===== config.mk =====
export PLATFORM = sky130hd
export DESIGN_NAME = rrb_bank
export DESIGN_NICKNAME = d
export VERILOG_FILES = /design/src/rrb_pkg.sv /design/src/rrb_encode.sv /design/src/rrb_tick.sv /design/src/rrb_bank.sv
export SDC_FILE = /design/constraint.sdc
export NUM_CORES = 1
export LEC_CHECK = 0
export ABC_AREA = 1
export BUFFER_PORTS_ARGS = -buffer_cell sky130_fd_sc_hd__buf_2
export CORE_UTILIZATION = 55
export DETAILED_ROUTE_END_ITERATION = 10
export GPL_ROUTABILITY_DRIVEN = 0
export PLACE_DENSITY_LB_ADDON = 0.25
export SLEW_MARGIN = 20
export SYNTH_ARGS = -nofsm -noshare
export SYNTH_HDL_FRONTEND = slang
export SYNTH_SLANG_ARGS = --single-unit
export TNS_END_PERCENT = 50

===== constraint.sdc =====
create_clock -name clk_sys -period 3.49 [get_ports clk_sys]
set_input_delay 0.1745 -clock clk_sys [delete_from_list [all_inputs] [get_ports clk_sys]]
set_output_delay 0.1745 -clock clk_sys [all_outputs]
set_load 0.005 [all_outputs]

===== src/rrb_pkg.sv =====
// rrb_pkg: constants, codes and carriers of the range result register bank
// assumes an i2c slave front end that turns bus traffic into byte requests
package rrb_pkg;
	localparam logic [7:0] ADDR_LAST_CMD = 8'h11;
	localparam logic [7:0] ADDR_APP_MINOR = 8'h12;
	localparam logic [7:0] ADDR_APP_PATCH = 8'h13;
	localparam logic [7:0] ADDR_STATUS = 8'h1D;
	localparam logic [7:0] ADDR_SELECTOR = 8'h1E;
	localparam logic [7:0] ADDR_TID = 8'h1F;
	localparam logic [7:0] ADDR_RES_CNT = 8'h20;
	localparam logic [7:0] ADDR_QUALITY = 8'h21;
	localparam logic [7:0] ADDR_DIST_LO = 8'h22;
	localparam logic [7:0] ADDR_DIST_HI = 8'h23;
	localparam logic [7:0] ADDR_TS_B0 = 8'h24;
	localparam int SNAP_BYTES = 8;
	localparam logic [7:0] RST_BYTE = 8'h00;
	localparam logic [15:0] RST_DIST = 16'h0000;
	localparam logic [7:0] STATUS_ERR_MIN = 8'h10;
	localparam logic [7:0] SEL_CALIB = 8'h0A;
	localparam logic [7:0] SEL_SERIAL = 8'h47;
	localparam logic [7:0] SEL_OBJECT = 8'h55;
	localparam logic [7:0] SEL_HIST_BASE = 8'h80;
	localparam logic [7:0] SEL_HIST_LAST = 8'h93;
	localparam logic [1:0] QS_SHORT_PREV_SHORT = 2'h0;
	localparam logic [1:0] QS_SHORT_PREV_BOTH = 2'h1;
	localparam logic [1:0] QS_LONG_INT = 2'h2;
	localparam logic [1:0] QS_COMPLETE = 2'h3;
	localparam logic [1:0] QS_NOT_INT = 2'h0;
	localparam logic [1:0] QS_GPIO_DELAY = 2'h2;
	localparam int TS_UNIT_NS = 200;
	localparam int CLK_PERIOD_PS = 5000;
	// a step time, not a minimum: rounds down
	localparam int TICK_CYCLES = (TS_UNIT_NS * 1000) / CLK_PERIOD_PS;
	localparam logic [5:0] TICK_LAST = 6'(TICK_CYCLES - 1);
	localparam logic [31:0] TS_RST = 32'h0000_0000;

	typedef enum logic [1:0] {CONT_CALIB, CONT_SERIAL, CONT_OBJECT, CONT_HIST} rrb_content_t;
	typedef enum logic [2:0] {
		CAUSE_COMPLETE, CAUSE_SHORT_PREV_SHORT, CAUSE_SHORT_PREV_BOTH,
		CAUSE_LONG, CAUSE_GPIO
	} rrb_cause_t;

	// one byte request from the i2c front end
	typedef struct packed {
		logic rd;
		logic wr;
		logic [7:0] addr;
		logic [7:0] wdata;
		logic txn_start;
		logic txn_end;
	} rrb_host_req_t;

	// content of the shared data area changed
	typedef struct packed {
		logic valid;
		rrb_content_t kind;
		logic [2:0] conv;
		logic [1:0] quarter;
	} rrb_content_upd_t;

	// one new unique object result
	typedef struct packed {
		logic valid;
		logic [5:0] reliability;
		rrb_cause_t cause;
		logic [15:0] distance;
	} rrb_result_t;
endpackage


===== src/rrb_encode.sv =====
// rrb_encode: selector code and result quality byte encoder
// assumes converter index 0..4 and quarter 0..3 from the measurement engine
`timescale 1ns/1ps
module rrb_encode (
	input wire rrb_pkg::rrb_content_t kind,
	input wire logic [2:0] conv,
	input wire logic [1:0] quarter,
	input wire rrb_pkg::rrb_cause_t cause,
	input wire logic imm_opt,
	input wire logic [5:0] reliability,
	output logic [7:0] sel_code,
	output logic [7:0] quality
);
	import rrb_pkg::*;
	logic [1:0] stat;

	// selector code per content kind
	always_comb begin
		unique case (kind)
			CONT_CALIB: sel_code = SEL_CALIB;
			CONT_SERIAL: sel_code = SEL_SERIAL;
			CONT_OBJECT: sel_code = SEL_OBJECT;
			CONT_HIST: sel_code = SEL_HIST_BASE | {3'b000, conv, quarter};
		endcase
	end

	// capture status; reserved codes never produced with option clear
	always_comb begin
		if (imm_opt) begin
			unique case (cause)
				CAUSE_SHORT_PREV_SHORT: stat = QS_SHORT_PREV_SHORT;
				CAUSE_SHORT_PREV_BOTH: stat = QS_SHORT_PREV_BOTH;
				CAUSE_LONG: stat = QS_LONG_INT;
				CAUSE_COMPLETE, CAUSE_GPIO: stat = QS_COMPLETE;
				default: stat = QS_NOT_INT; // codes 5 to 7 never come from the engine
			endcase
		end else begin
			stat = (cause == CAUSE_GPIO) ? QS_GPIO_DELAY : QS_NOT_INT;
		end
		quality = {stat, reliability};
	end
endmodule // rrb_encode


===== src/rrb_tick.sv =====
// rrb_tick: free-running timestamp in 0.2 us units
// assumes clk_sys at 200 MHz; one tick enable every TICK_CYCLES cycles
`timescale 1ns/1ps
module rrb_tick (
	input wire logic clk_sys,
	input wire logic resetn,
	output logic [31:0] ts
);
	import rrb_pkg::*;
	logic [5:0] div_r, div_nxt;
	logic [31:0] ts_r, ts_nxt;
	logic tick;

	// divider and counter; plain wrap, no saturation
	always_comb begin
		tick = (div_r == TICK_LAST);
		div_nxt = tick ? 6'h00 : div_r + 6'h01;
		ts_nxt = tick ? ts_r + 32'h0000_0001 : ts_r;
	end

	always_ff @(posedge clk_sys) begin
		if (!resetn) begin
			div_r <= 6'h00;
			ts_r <= TS_RST;
		end else begin
			div_r <= div_nxt;
			ts_r <= ts_nxt;
		end
	end

	assign ts = ts_r;
endmodule // rrb_tick


===== src/rrb_bank.sv =====
// rrb_bank: read-only result and status register bank
// assumes an i2c front end delivering byte reads/writes and transaction edges
`timescale 1ns/1ps
module rrb_bank (
	input wire logic clk_sys,
	input wire logic resetn,
	input wire rrb_pkg::rrb_host_req_t host_req,
	output logic [7:0] rdata,
	output logic rdata_valid,
	input wire logic cmd_start,
	input wire logic cmd_done,
	input wire logic [7:0] cmd_code,
	input wire logic continuous,
	input wire logic app_rev_load,
	input wire logic [7:0] app_minor_rev,
	input wire logic [7:0] app_patch_rev,
	input wire logic status_load,
	input wire logic [7:0] status_code,
	output logic status_error,
	input wire rrb_pkg::rrb_content_upd_t content_upd,
	input wire rrb_pkg::rrb_result_t result,
	input wire logic immediate_interrupt_option,
	output logic hist_refresh
);
	import rrb_pkg::*;

	logic [7:0] last_cmd_r, last_cmd_nxt;
	logic [7:0] minor_r, minor_nxt;
	logic [7:0] patch_r, patch_nxt;
	logic [7:0] status_r, status_nxt;
	logic [7:0] sel_r, sel_nxt;
	logic [7:0] tid_r, tid_nxt;
	logic [7:0] cnt_r, cnt_nxt;
	logic [7:0] qual_r, qual_nxt;
	logic [15:0] dist_r, dist_nxt;
	logic [7:0] shd_r [SNAP_BYTES];
	logic [7:0] shd_nxt [SNAP_BYTES];
	logic [7:0] live [SNAP_BYTES];
	logic snap_act_r, snap_act_nxt;
	logic txn_rd_r, txn_rd_nxt;
	logic [7:0] rdata_r, rdata_nxt;
	logic rvalid_r, rvalid_nxt;
	logic hist_adv;
	logic upd_any;
	logic [7:0] enc_sel;
	logic [7:0] enc_qual;
	logic [31:0] ts;
	logic [2:0] idx;
	logic in_snap;

	rrb_encode u_encode (
		.kind(content_upd.kind),
		.conv(content_upd.conv),
		.quarter(content_upd.quarter),
		.cause(result.cause),
		.imm_opt(immediate_interrupt_option),
		.reliability(result.reliability),
		.sel_code(enc_sel),
		.quality(enc_qual)
	);

	rrb_tick u_tick (
		.clk_sys(clk_sys),
		.resetn(resetn),
		.ts(ts)
	);

	// command, revision and status bytes
	always_comb begin
		last_cmd_nxt = last_cmd_r;
		// continuous mode shows the running command from its start
		if ((cmd_start && continuous) || (cmd_done && !continuous)) begin
			last_cmd_nxt = cmd_code;
		end
		minor_nxt = app_rev_load ? app_minor_rev : minor_r;
		patch_nxt = app_rev_load ? app_patch_rev : patch_r;
		status_nxt = status_load ? status_code : status_r;
	end

	always_ff @(posedge clk_sys) begin
		if (!resetn) begin
			last_cmd_r <= RST_BYTE;
			minor_r <= RST_BYTE;
			patch_r <= RST_BYTE;
			status_r <= RST_BYTE;
		end else begin
			last_cmd_r <= last_cmd_nxt;
			minor_r <= minor_nxt;
			patch_r <= patch_nxt;
			status_r <= status_nxt;
		end
	end

	// ok/error split is a plain compare on the stored code
	assign status_error = (status_r >= STATUS_ERR_MIN);

	// histogram auto advance after a host read transaction ends;
	// the last quarter of the last converter has nothing to advance to
	assign hist_adv = host_req.txn_end && txn_rd_r
		&& (sel_r >= SEL_HIST_BASE) && (sel_r < SEL_HIST_LAST);
	assign upd_any = content_upd.valid || result.valid || hist_adv;
	assign hist_refresh = hist_adv;

	// map content: selector, transaction id, object result
	always_comb begin
		sel_nxt = sel_r;
		tid_nxt = tid_r;
		cnt_nxt = cnt_r;
		qual_nxt = qual_r;
		dist_nxt = dist_r;
		// engine update wins over the auto advance in the same cycle
		if (content_upd.valid) begin
			sel_nxt = enc_sel;
		end else if (hist_adv) begin
			sel_nxt = sel_r + 8'h01;
		end
		if (result.valid) begin
			cnt_nxt = cnt_r + 8'h01;
			qual_nxt = enc_qual;
			dist_nxt = result.distance;
		end
		if (upd_any) begin
			tid_nxt = tid_r + 8'h01;
		end
	end

	always_ff @(posedge clk_sys) begin
		if (!resetn) begin
			sel_r <= RST_BYTE;
			tid_r <= RST_BYTE;
			cnt_r <= RST_BYTE;
			qual_r <= RST_BYTE;
			dist_r <= RST_DIST;
		end else begin
			sel_r <= sel_nxt;
			tid_r <= tid_nxt;
			cnt_r <= cnt_nxt;
			qual_r <= qual_nxt;
			dist_r <= dist_nxt;
		end
	end

	// live view of the block that the host fetches in one transfer
	always_comb begin
		live[0] = status_r;
		live[1] = sel_r;
		live[2] = tid_r;
		live[3] = cnt_r;
		live[4] = qual_r;
		live[5] = dist_r[7:0];
		live[6] = dist_r[15:8];
		live[7] = ts[7:0];
	end

	// snapshot at transaction start so a block read sees one coherent set;
	// the engine keeps updating live registers meanwhile
	always_comb begin
		snap_act_nxt = snap_act_r;
		txn_rd_nxt = txn_rd_r;
		for (int i = 0; i < SNAP_BYTES; i++) begin
			shd_nxt[i] = host_req.txn_start ? live[i] : shd_r[i];
		end
		if (host_req.txn_start) begin
			snap_act_nxt = 1'b1;
			txn_rd_nxt = host_req.rd; // a read in the start cycle belongs to the new transfer
		end else if (host_req.txn_end) begin
			snap_act_nxt = 1'b0;
			txn_rd_nxt = 1'b0;
		end else if (host_req.rd) begin
			txn_rd_nxt = 1'b1;
		end
	end

	always_ff @(posedge clk_sys) begin
		if (!resetn) begin
			snap_act_r <= 1'b0;
			txn_rd_r <= 1'b0;
			for (int i = 0; i < SNAP_BYTES; i++) begin
				shd_r[i] <= RST_BYTE;
			end
		end else begin
			snap_act_r <= snap_act_nxt;
			txn_rd_r <= txn_rd_nxt;
			for (int i = 0; i < SNAP_BYTES; i++) begin
				shd_r[i] <= shd_nxt[i];
			end
		end
	end

	// read decode; unmapped bytes read zero, writes are dropped
	assign in_snap = (host_req.addr >= ADDR_STATUS) && (host_req.addr <= ADDR_TS_B0);
	assign idx = 3'(host_req.addr - ADDR_STATUS);

	always_comb begin
		rdata_nxt = rdata_r;
		rvalid_nxt = host_req.rd;
		if (host_req.rd) begin
			if (in_snap) begin
				rdata_nxt = snap_act_r ? shd_r[idx] : live[idx];
			end else begin
				unique case (host_req.addr)
					ADDR_LAST_CMD: rdata_nxt = last_cmd_r;
					ADDR_APP_MINOR: rdata_nxt = minor_r;
					ADDR_APP_PATCH: rdata_nxt = patch_r;
					default: rdata_nxt = RST_BYTE;
				endcase
			end
		end
	end

	always_ff @(posedge clk_sys) begin
		if (!resetn) begin
			rdata_r <= RST_BYTE;
			rvalid_r <= 1'b0;
		end else begin
			rdata_r <= rdata_nxt;
			rvalid_r <= rvalid_nxt;
		end
	end

	assign rdata = rdata_r;
	assign rdata_valid = rvalid_r;
endmodule // rrb_bank


# ---- After elaboration in Yosys (flattened, before gate mapping)
# Memories as Yosys holds them, arrays and structs flattened.
# Index checks and enable logic that the tools add are counted.
dict set report classes {
  n_addsub 6
  bitwise_logic 10
  eq_ne 11
  order_cmp 6
  reduce_logical 18
  n_mux 35
}
# cell count
set op_table {}
lappend op_table {{$mux 8} 22}
lappend op_table {{$add 32x1->32 const B} 1}
lappend op_table {{$pmux 8 s4} 1}
lappend op_table {{$add 8x1->8 const B} 3}
lappend op_table {{$bmux 8 s3} 1}
lappend op_table {{$eq 8x5->1 const B} 3}
lappend op_table {{$pmux 8 s3} 1}
lappend op_table {{$ge 8x5->1 const B} 2}
lappend op_table {{$ge 8x8->1 const B} 1}
lappend op_table {{$le 8x6->1 const B} 1}
lappend op_table {{$lt 8x8->1 const B} 1}
lappend op_table {{$or 1x1->1} 8}
lappend op_table {{$mux 1} 7}
lappend op_table {{$add 6x1->6 const B} 1}
lappend op_table {{$eq 3x2->1 const B} 2}
lappend op_table {{$eq 6x6->1 const B} 1}
lappend op_table {{$logic_and 1x1->1} 6}
lappend op_table {{$pmux 2 s3} 1}
lappend op_table {{$eq 2x2->1 const B} 2}
lappend op_table {{$ge 4x4->1 const B} 1}
lappend op_table {{$mux 2} 2}
lappend op_table {{$not 3->4} 1}
lappend op_table {{$reduce_bool 2->1} 2}
lappend op_table {{$reduce_or 2->1} 2}
lappend op_table {{11 further kinds} 13}
dict set report word_totals {
  n_memories 1
  in_bits 94
  ramBits 64
  wordCells 102
  register_bits 129
}
# memory words word_bits read_ports rd_ports_with_merged_regs write_ports line_no
set mem_list {}
lappend mem_list {shd_r 8 8 1 0 8 rrb_bank.sv:36} ;# logic [7:0] shd_r [SNAP_BYTES];

# ---- Longest topological paths before layout
# Gate-level depths: netlist (run 1).
dict set report depth {
  depth_word 7
  mapped_depth 12
}

# ---- Modules after synthesis
# From an unflattened synthesis (run 1), not the netlist that was laid out.
dict set report unflattened {
  hier_cells 1391
  hier_area_um2 9912.0
}
# mod cells_per_inst area_each_um2 instances
set modules_own_cells {}
lappend modules_own_cells {rrb_bank 1024 7621.1 1}
lappend modules_own_cells {rrb_tick 328 2073.2 1}
lappend modules_own_cells {rrb_encode 39 217.7 1}

# ---- Least setup slack after synthesis (run 1)
# No wires, ideal clock.
dict set report synth_timing {
  kind {input to register}
  startpoint {input port resetn}
  endpoint {memory shd_r[0][0] (enable)}
  stages 4
  slack_ns 0.813
  arrival_ns 1.989
  path_cell_list {buf_2 -> clkbuf_1 -> clkbuf_1 -> nand2_1}
}
# element line_no
set synth_lines {}
lappend synth_lines {{start: declaration} rrb_bank.sv:6} ;# input wire logic resetn,
lappend synth_lines {{end: declaration} rrb_bank.sv:36}

# ---- Final worst setup path (run 1)
dict set report layout_timing {
  startpoint {register u_tick.div_r[0]}
  endpoint {register u_tick.ts_r[5], in the netlist u_tick.ts[5]}
}
dict set report layout_between {
  elab_chain_len 1
}
# element line_no
set layout_lines {}
lappend layout_lines {{start: declaration} rrb_tick.sv:10} ;# logic [5:0] div_r, div_nxt;
lappend layout_lines {{start signal: assignment} rrb_tick.sv:26} ;# div_r <= div_nxt;
lappend layout_lines {{$eq 6x6->1} rrb_tick.sv:16} ;# tick = (div_r == TICK_LAST);
lappend layout_lines {{end signal: assignment} rrb_tick.sv:27} ;# ts_r <= ts_nxt;
lappend layout_lines {{end: declaration} rrb_tick.sv:11} ;# logic [31:0] ts_r, ts_nxt;
# No other way between the ends.
# A chain may end at the register's enable or synchronous reset.

==> results.md, run 1 <==
* Worst Clk Skew at 0.0104 ns
* Post-cts sizing count at 0
* GRT Residual Overflow at 0
* Syn Area/Cell at about 7.4 µm²
* Initial Util at 56.7%
* Core Rows at 44
* Worst EP required at ~3.8 ns
* Fin area at around 9600 µm²
* Clock Pin Slew Worst Setup and Hold Paths at roughly 0.060 ns
* Peak VDD IR at about 0.33 mV
* Dpl hpwl at roughly 13 mm
* Die H at between 100 and 150 µm
* Startpoint types: flip-flop
* PwrDens at between 400 and 500 nW/µm²
* First-pass GRT wire length at approximately 33 mm
* Outcome: finished, final reports clean
* TNS Setup at 0 ns
* Top_reg_cell synth: dfxtp_1
* H-tree depth at 4
* Distinct cells, synth at 35
* Post-synth top area cell: dfxtp_1
* RSZ-0062 raised after global routing: no
* Area Growth Syn to Fin at 15.6%
* Max-slew violation count at 0
* Final min period at 1.89 ns
* DR vias at roughly 7,400
* CTS tree: done
* Max cap viols at 0
* Final Hold Vio Count at 0
* Vias in the first global route at 6,860
* Non-Filler Instances at around 1,400
* FF+latch count, synth at 169
* CTS Sinks at 169
* Post-DR wirelength/cell at 14.5 µm
* Worst Setup End Kind: flip-flop
* Die ar. at ~16,000 µm²
* Number of remaining DRC errors at 0
* Register area share after synthesis at 48.7%
* ANT cells at 0
* IO Count at ~110
* Synth Net Count at ~1,200
* GRT Util Overall at 27.0%
* Post-CTS Setup Bufs at 0
* Synth top area share at between 20% and 30%
* Cell area after synthesis at roughly 8300 µm²
* Antenna violations before repair at 0
* Hold buffers post-CTS at 16
* Period utilisation layout at a little over half
* CP max FO at 7
* Initial drt markers at slightly below 800
* FMAX at 0.529 GHz
* Antenna Nets Post-Route at 0
* Crit path DAT at ~2.2 ns
* Placeable Area at ~15,000 µm²
* Dpl cell area at just under 9000 µm²
* DRT Pass-1 Iters at 5
* Placed cell count at roughly 1,400
* Syn Inst Count at between 1,000 and 1,500
* Crit path kind: reg -> reg
* DP Worst Slack at between 1 and 1.5 ns
* Largest net degree at the start of global routing at slightly below 70
* CTS Buffer Depth at 2
* Share of layout cells above drive strength 1 at ~12%
* Layout net count at between 1,000 and 1,500
* Slew margin rel. at a little under a third
* Total power at approximately 4.6 mW
* Num CTS Buffers at 17
* Via-to-Cell Ratio at approximately 5.3
* Drt total wl at about 20 mm
* Port bufs at 95
* Die Wd at 125 µm
* Hold crit path type: in -> reg
* Final worst slack at approximately 1.6 ns
* Worst-Margin Slew at ~1.0 ns
* Ys async rst share at 0%
* CTS root buf: clkbuf_16
* LEAKAGE at roughly 4.4 nW
* Synth warn at 0
* Largest cells by area after synthesis: dfxtp_1 25%, edfxtp_1 23%, nand2_1 10%
* Endpoints failing setup at 0
* EDFF count, synth at between 60 and 70
* Clk Latency, worst-skew pair at around 0.44 ns
[logic make-up (layout without fill, tap and decap cells)]
kind of cell	Yosys count	count (layout)	share of synthesized area [%]
AOI/OAI and AO/OA	166	166	10.4
xor gates and xnor gates	8	8	1.03
adders and majority gates	15	15	2.27
buffers and inverters	221	322	10.4
DFF	169	169	48.7
muxes	1	1	0.121
and+or+nand+nor	533	533	27.1
[where the power goes]
group / switching (mW) / total (mW) / internal (mW)
logic: 0.364 / 0.556 / 0.192
registers: 0.0488 / 2.21 / 2.16
clock network: 0.741 / 1.82 / 1.08
total: 1.15 / 4.58 / 3.43
[worst max-delay path: stages (launching register included)]
cell and delay [ns]:
dfxtp_1 0.35, ha_1 0.18, nand2_1 0.08, inv_1 0.08, nand3_1 0.23, inv_1 0.18
nand2_1 0.06, nor2_1 0.22, nand2_1 0.12, o21ai_0 0.19, a21oi_1 0.07
[Yosys cell counts (all sizes together), types with 6 or more instances]
master  instances
clkbuf         35
o21ai          76
nor3           13
inv           166
nand2         229
edfxtp         64
nor2          128
ha             15
nand3         155
xor2            6
buf            17
dfxtp         105
a21oi          83
[per-stage QoR]
stage	hold WS (ns)	utilization [%]
final	0.00745	65.5
after global routing	0.0188	65.5
after detailed placement	0.403	60.5
after CTS	0.00494	65.5
after global placement	0.402	60.5
after floorplan	0.254	-
[flip-flops by register name, summed over array words and instances, names as in the netlist]
register,cells
txn_rd_r,1
last_cmd_r,8
qual_r,8
status_r,8
minor_r,8
rdata,8
patch_r,8
shd_r,64
sel_r,8
u_tick.div_r,6
dist_r,16
tid_r,8
u_tick.ts,8
cnt_r,8
rdata_valid,1
snap_act_r,1
[placed cells by master, fill, tap and decap left out, types with 2 or more instances in the layout]
master,n
a21oi_1,81
a31oi_1,2
and3_1,2
buf_2,95
buf_4,11
clkbuf_1,7
clkbuf_16,18
clkbuf_8,3
clkinv_1,3
dfxtp_1,105
dlygate4sd3_1,16
edfxtp_1,64
ha_1,15
inv_1,165
nand2_1,227
nand2_2,2
nand3_1,155
nand4_1,4
nor2_1,127
nor3_1,13
o21ai_0,76
xor2_1,5
[layer usage]
metal	track usage, %	vias to the layer above	wire (µm)
met5	0	-	0
met4	10.9	0	503
met3	5.37	37	1250
met2	43.0	248	9570
met1	35.9	3351	8920
li1	-	3751	-
[path summary, 6_finish.rpt]
kind,start,end,slack (ns),cells after the start
max,u_tick.div_r[0],u_tick.ts[5],1.60,10
min,status_code[2],status_r[2],0.007,3
max reg2reg,u_tick.div_r[0],u_tick.ts[5],1.60,10
min reg2reg,u_tick.div_r[0],u_tick.div_r[0],0.45,1
[layout make-up]
| type | instances | area [µm²] |
|---|---|---|
| clock buffers | 29 | 523 |
| clock inverters | 2 | 35.0 |
| fillers | 1271 | 5030 |
| inverters | 169 | 634 |
| multi-input cells | 723 | 3390 |
| flip-flops and latches | 169 | 4020 |
| well taps | 184 | 230 |
| repair buffers | 122 | 718 |
Note: power is estimated with default switching activity, not from simulation.
==> inputs of run 2 (changes only) <==
==> constraint.sdc (replaced) <==
create_clock -name clk_sys -period 1.8 [get_ports clk_sys]
set_input_delay 0.09 -clock clk_sys [delete_from_list [all_inputs] [get_ports clk_sys]]
set_output_delay 0.09 -clock clk_sys [all_outputs]
set_load 0.005 [all_outputs]
==> run 2 against run 1 <==
  * First-iteration DRC count fell by 12%
  * Combinational power rose by 120%
  * Sequential share of layout area fell by 2.6 points
  * Register-to-register slack got worse by 1.4 ns
  * Largest cell class unchanged
  * Core utilization rose by 4.3 points
  * Clock skew fell by 0.0026 ns
  * Critical path depth fell by 5
  * Cell area rose by 6.6%
  * Critical endpoint is now hist_refresh
  * Global-route usage rose by 0.61 points
==> results.md, run 2 (synthesized netlist as in run 1, its figures left out) <==
* CP max-delay cell: dfxtp_1
* Die H at 125 µm
* Die ar. at between 15,000 and 20,000 µm²
* Hold Worst Slack at 0.0217 ns
* Layout net count at between 1,000 and 1,500
* Worst-Margin Slew at approximately 0.56 ns
* Final Hold Vio Count at 0
* Via-to-Cell Ratio at 5.28
* Worst Setup End Kind: primary output
* Startpoint types: flip-flop
* Crit path largest cell delay at about 0.35 ns
* Peak VDD IR at approximately 0.82 mV
* Antenna violations before repair at 0
* Largest net degree at the start of global routing at 69
* TNS Setup at 0 ns
* Max FFs per register at 64
* Period utilisation layout at roughly 92%
* Num CTS Buffers at 17
* Reg with most FFs: shd_r
* IO Count at 105
* Core Rows at 44
* Most frequent cells in the layout: 227 x nand2_1, 165 x inv_1, 155 x nand3_1
* Initial drt markers at about 690
* Number of remaining DRC errors at 0
* Fillers at 1,171
* Max-slew violation count at 0
* LEAKAGE at 4.69 nW
* Worst EP required at 1.71 ns
* Share of layout cells above drive strength 1 at 12.7%
* Outcome: finished, final reports clean
* Slew margin rel. at between 60 and 70%
* Max cap viols at 0
* GRT Residual Overflow at 0
* Worst-path cell chain: ha_1, nor2_2, nand2_1, a21oi_2, buf_2
* Post-DR wirelength/cell at ~14 µm
* Final min period at 1.66 ns
* Hold crit path type: in -> reg
* Vias in the first global route at roughly 7,200
* Area Growth Syn to Fin at 23.2%
* Placeable Area at 14,600 µm²
* H-tree depth at 4
* Crit path DAT at 1.57 ns
* Commonest non-fill, non-tap cell in the layout: nand2_1
* Clk Latency, worst-skew pair at 0.43 ns
* Endpoints failing setup at 0
* Dpl hpwl at roughly 14 mm
* CTS root buf: clkbuf_16
* Port bufs at 95
* Crit path kind: reg -> out
* DRT Pass-1 Iters at 5
* Registers with the most flip-flops: shd_r: 64 flops, dist_r: 16 flops
* Drt total wl at 20.4 mm
* PwrDens at about 870 nW/µm²
* FMAX at 0.602 GHz
* First-pass GRT wire length at 34.2 mm
* Antenna Nets Post-Route at 0
* GRT Util Overall at ~28%
* CTS Sinks at 169
* Initial Util at 56.7%
* RSZ-0062 raised after global routing: no
* CP max FO at 5
* ANT cells at 0
* Die Wd at 125 µm
* Clock Pin Slew Worst Setup and Hold Paths at about 0.060 ns
* DR vias at 7,677
* Worst Clk Skew at roughly 0.0079 ns
* CTS Buffer Depth at 2
* CTS tree: done
run 2: changes by cell type in the layout (fill, tap and decap cells not counted), moves of 5 or more:
cell and delta:
dlygate4sd3_1 +42, clkinv_4 +5, buf_4 +5, inv_6 +6, buf_12 +9, clkbuf_1 -6
run 2: stage by stage:
| step | std cells | utilization (%) | total power [mW] | instance area [µm²] | setup WS, ns |
|---|---|---|---|---|---|
| 2_1_floorplan | 1113 | - | 5.04 | 8270 | 0.0320 |
| 3_3_place_gp | 1365 | 62.1 | 5.44 | 9050 | 0.211 |
| 3_5_place_dp | 1365 | 62.1 | 5.46 | 9050 | 0.183 |
| 4_1_cts | 1455 | 69.8 | 8.92 | 10200 | 0.108 |
| 5_1_grt | 1455 | 69.8 | 9.27 | 10200 | 0.00786 |
| 6_report | 1455 | 69.8 | 8.88 | 10200 | 0.138 |
run 2: layout make-up:
type                            instances  area (µm²)  area share (%)
Inverter                              169         634            6.23
Clock inverter                         14         113            1.11
Timing Repair Buffer                  178        1360            13.3
Multi-Input combinational cell        723        3400            33.4
Tap cell                              184         230            2.26
Sequential cell                       169        4020            39.5
Clock buffer                           18         429            4.21
run 2: timing repair:
| action | 4_1_cts | 5_1_grt |
|---|---|---|
| endpoints found under the hold margin | 57 | 0 |
| endpoints found under the setup margin | 0 | 3 |
| hold buffers | 58 | 0 |
| setup buffers | 0 | 0 |
| resized for setup | 0 | 3 |
run 2: power by group:
part,internal [mW],switching (mW)
registers,4.18,0.0890
logic,0.493,0.732
clock network,1.80,1.60
run 2: metal layers:
metal / wire length, µm / up-vias / GRT usage, % / share of wire (%)
met4: 479 / 0 / 10.2 / 2.3
li1: - / 3874 / - / -
met2: 9880 / 224 / 46.0 / 48
met1: 9100 / 3537 / 35.6 / 44
met3: 995 / 42 / 4.98 / 4.9
met5: 0 / - / 0 / 0
run 2: final timing paths:
| check | cells past startpoint | slack (ns) | from | end |
|---|---|---|---|---|
| worst max-delay path | 5 | 0.14 | sel_r[0] | hist_refresh |
| worst min-delay path | 3 | 0.02 | result[25] | qual_r[7] |
| worst max register to register | 10 | 0.19 | u_tick.div_r[0] | u_tick.ts[6] |
| worst min register to register | 2 | 0.45 | last_cmd_r[6] | last_cmd_r[6] |
run 2: critical path: cells and delay by family, from the launching register on:
kind | cells | cell delay (ns)
flops | 1 | 0.35
fa+ha+maj | 1 | 0.24
compound gates | 1 | 0.21
simple gates | 2 | 0.19
buf+inv | 1 | 0.15
==> inputs of run 3 (changes only) <==
--- a/config.mk
+++ b/config.mk
@@ -7,7 +7,7 @@
 export LEC_CHECK = 0
 export ABC_AREA = 1
 export BUFFER_PORTS_ARGS = -buffer_cell sky130_fd_sc_hd__buf_2
-export CORE_UTILIZATION = 55
+export CORE_UTILIZATION = 37
 export DETAILED_ROUTE_END_ITERATION = 10
 export GPL_ROUTABILITY_DRIVEN = 0
 export PLACE_DENSITY_LB_ADDON = 0.25
==> run 3 against run 2 <==
  * Critical path depth is the same
  * Count of clock-buffer cells in the layout grew 8
  * Highest routed layer unchanged
  * Fmax shrank 0.17%
  * Largest power group unchanged
  * Wire length grew 5.7%
  * Register-to-register slack is essentially flat
==> results.md, run 3 (synthesized netlist as in run 1, its figures left out) <==
* Antenna Nets Post-Route at 0
* Largest net degree at the start of global routing at 65
* Die Wd at between 150 and 200 µm
* CTS Buffer Depth at 2
* Layout net count at 1,365
* Crit path kind: reg -> out
* Final min period at ~1.7 ns
* Antenna violations before repair at 0
* P_int at roughly 6.9 mW
* Clk Latency, worst-skew pair at 0.42 ns
* Worst Clk Skew at approximately 0.0091 ns
* CTS Sinks at between 150 and 200
* Dpl hpwl at approximately 15 mm
* Registers with the most flip-flops: shd_r: 64 flops, dist_r: 16 flops
* Worst-Margin Slew at about 0.57 ns
* Peak VDD IR at around 0.60 mV
* H-tree depth at 4
* Via-to-Cell Ratio at between 4 and 5
* IO Count at 105
* DR vias at between 7,000 and 8,000
* Routing usage on met1 at 25.8%
* Die H at approximately 150 µm
* Met2 usage at about 33%
* Number of remaining DRC errors at 0
* Area Growth Syn to Fin at 25.1%
* Crit path DAT at 1.57 ns
* Flop pwr share at between 40% and 50%
* TNS Setup at 0 ns
* Worst Setup End Kind: primary output
* Logic pwr share at between 10% and 20%
* Placeable Area at ~22,000 µm²
* Power share of the clock group at between 40% and 50%
* Layout Utilization at a little under half
* GRT Residual Overflow at 0
* Setup slack, reg-to-reg at 0.20 ns
* Die ar. at about 23,000 µm²
* Most frequent cells in the layout: 227 x nand2_1, 165 x inv_1, 155 x nand3_1
* Sw power at between 2 and 2.5 mW
* First-pass GRT wire length at 34.7 mm
* Port bufs at 95
* Grt met3 use at roughly 3.6%
* Hold Worst Slack at 0.0104 ns
* Hold crit path type: in -> reg
* GRT Util Overall at 19.6%
* Drt total wl at roughly 22 mm
* Switch share at 25.3%
* Reg with most FFs: shd_r
* CTS tree: done
* Final Hold Vio Count at 0
* Worst EP required at between 1.5 and 2 ns
* Initial drt markers at between 400 and 500
* RSZ-0062 raised after global routing: no
* Outcome: finished, final reports clean
* Vias in the first global route at just over 7,000
* Max cap viols at 0
* Num CTS Buffers at 17
* Commonest non-fill, non-tap cell in the layout: nand2_1
* Period utilisation layout at around 92%
* DRT Pass-1 Iters at 6
* Initial Util at a little under two fifths
* Max FFs per register at 64
* Core Rows at between 50 and 60
* Startpoint types: flip-flop
* LEAKAGE at around 4.7 nW
* Slew margin rel. at approximately 62%
* Post-CTS Setup Bufs at 0
* FMAX at 0.601 GHz
* PwrDens at 900 nW/µm²
* Share of layout cells above drive strength 1 at about an eighth
* ANT cells at 0
* Global route hottest layer: met2
* Clock Pin Slew Worst Setup and Hold Paths at approximately 0.07 ns
* CP max FO at 5
* Endpoints failing setup at 0
* Post-DR wirelength/cell at 14.0 µm
* CTS root buf: clkbuf_16
* Max-slew violation count at 0
run 3: cell types whose count changed in the layout (fill, tap and decap cells not counted), moves of 2 or more:
cell           change
clkinv_4           -4
inv_6              -4
clkinv_2           -2
dlygate4sd3_1      -4
buf_4              +3
clkbuf_1           +2
clkbuf_16          +3
clkbuf_8           +3
run 3: power groups by stage:
| stage | Sequential [mW] | Clock [mW] | Combinational (mW) |
|---|---|---|---|
| after global placement | 4.35 | 0 | 1.12 |
| after detailed placement | 4.35 | 0 | 1.13 |
| after floorplan | 4.33 | 0 | 0.710 |
| after CTS | 4.27 | 3.87 | 1.23 |
| final | 4.27 | 3.81 | 1.23 |
| after global routing | 4.29 | 4.02 | 1.39 |
run 3: per-layer routing:
metal	part of all wire (%)	up-vias
met5	0	-
met1	45	3437
met3	4.6	22
met4	1.5	0
li1	-	3854
met2	48	173
run 3: final cells by class:
type                            instances  area [µm²]
Clock buffer                           26         553
Clock inverter                          6        70.1
Fill cell                            2236       11500
Inverter                              169         634
Multi-Input combinational cell        723        3390
Sequential cell                       169        4020
Tap cell                              280         350
Timing Repair Buffer                  176        1320
run 3: what timing repair did:
| action | in CTS | in global routing |
|---|---|---|
| setup endpoints to repair | 0 | 2 |
| hold buffers | 54 | 0 |
| resized for setup | 0 | 2 |
| endpoints found under the hold margin | 53 | 0 |
run 3: final timing paths:
kind,startpoint,depth (start not counted),to
min,result[23],3,qual_r[4]
min reg2reg,last_cmd_r[0],2,last_cmd_r[0]
max,sel_r[0],5,hist_refresh
max reg2reg,sel_r[0],10,tid_r[3]
run 3: stage by stage:
| stage | power, mW | worst slack, ns | instance area, µm² | instances |
|---|---|---|---|---|
| finish | 9.31 | 0.136 | 10300 | 1549 |
| global route | 9.70 | 0.0145 | 10300 | 1549 |
| CTS | 9.37 | 0.129 | 10300 | 1549 |
| detailed placement | 5.49 | 0.166 | 9180 | 1463 |
| global placement | 5.47 | 0.188 | 9180 | 1463 |
| floorplan | 5.04 | 0.0320 | 8270 | 1113 |
run 3: critical path, stage by stage, from the launching register on:
cell	delay, ns
dfxtp_1	0.35
ha_1	0.23
nor2_1	0.12
nand2_1	0.08
a21oi_2	0.22
buf_2	0.16
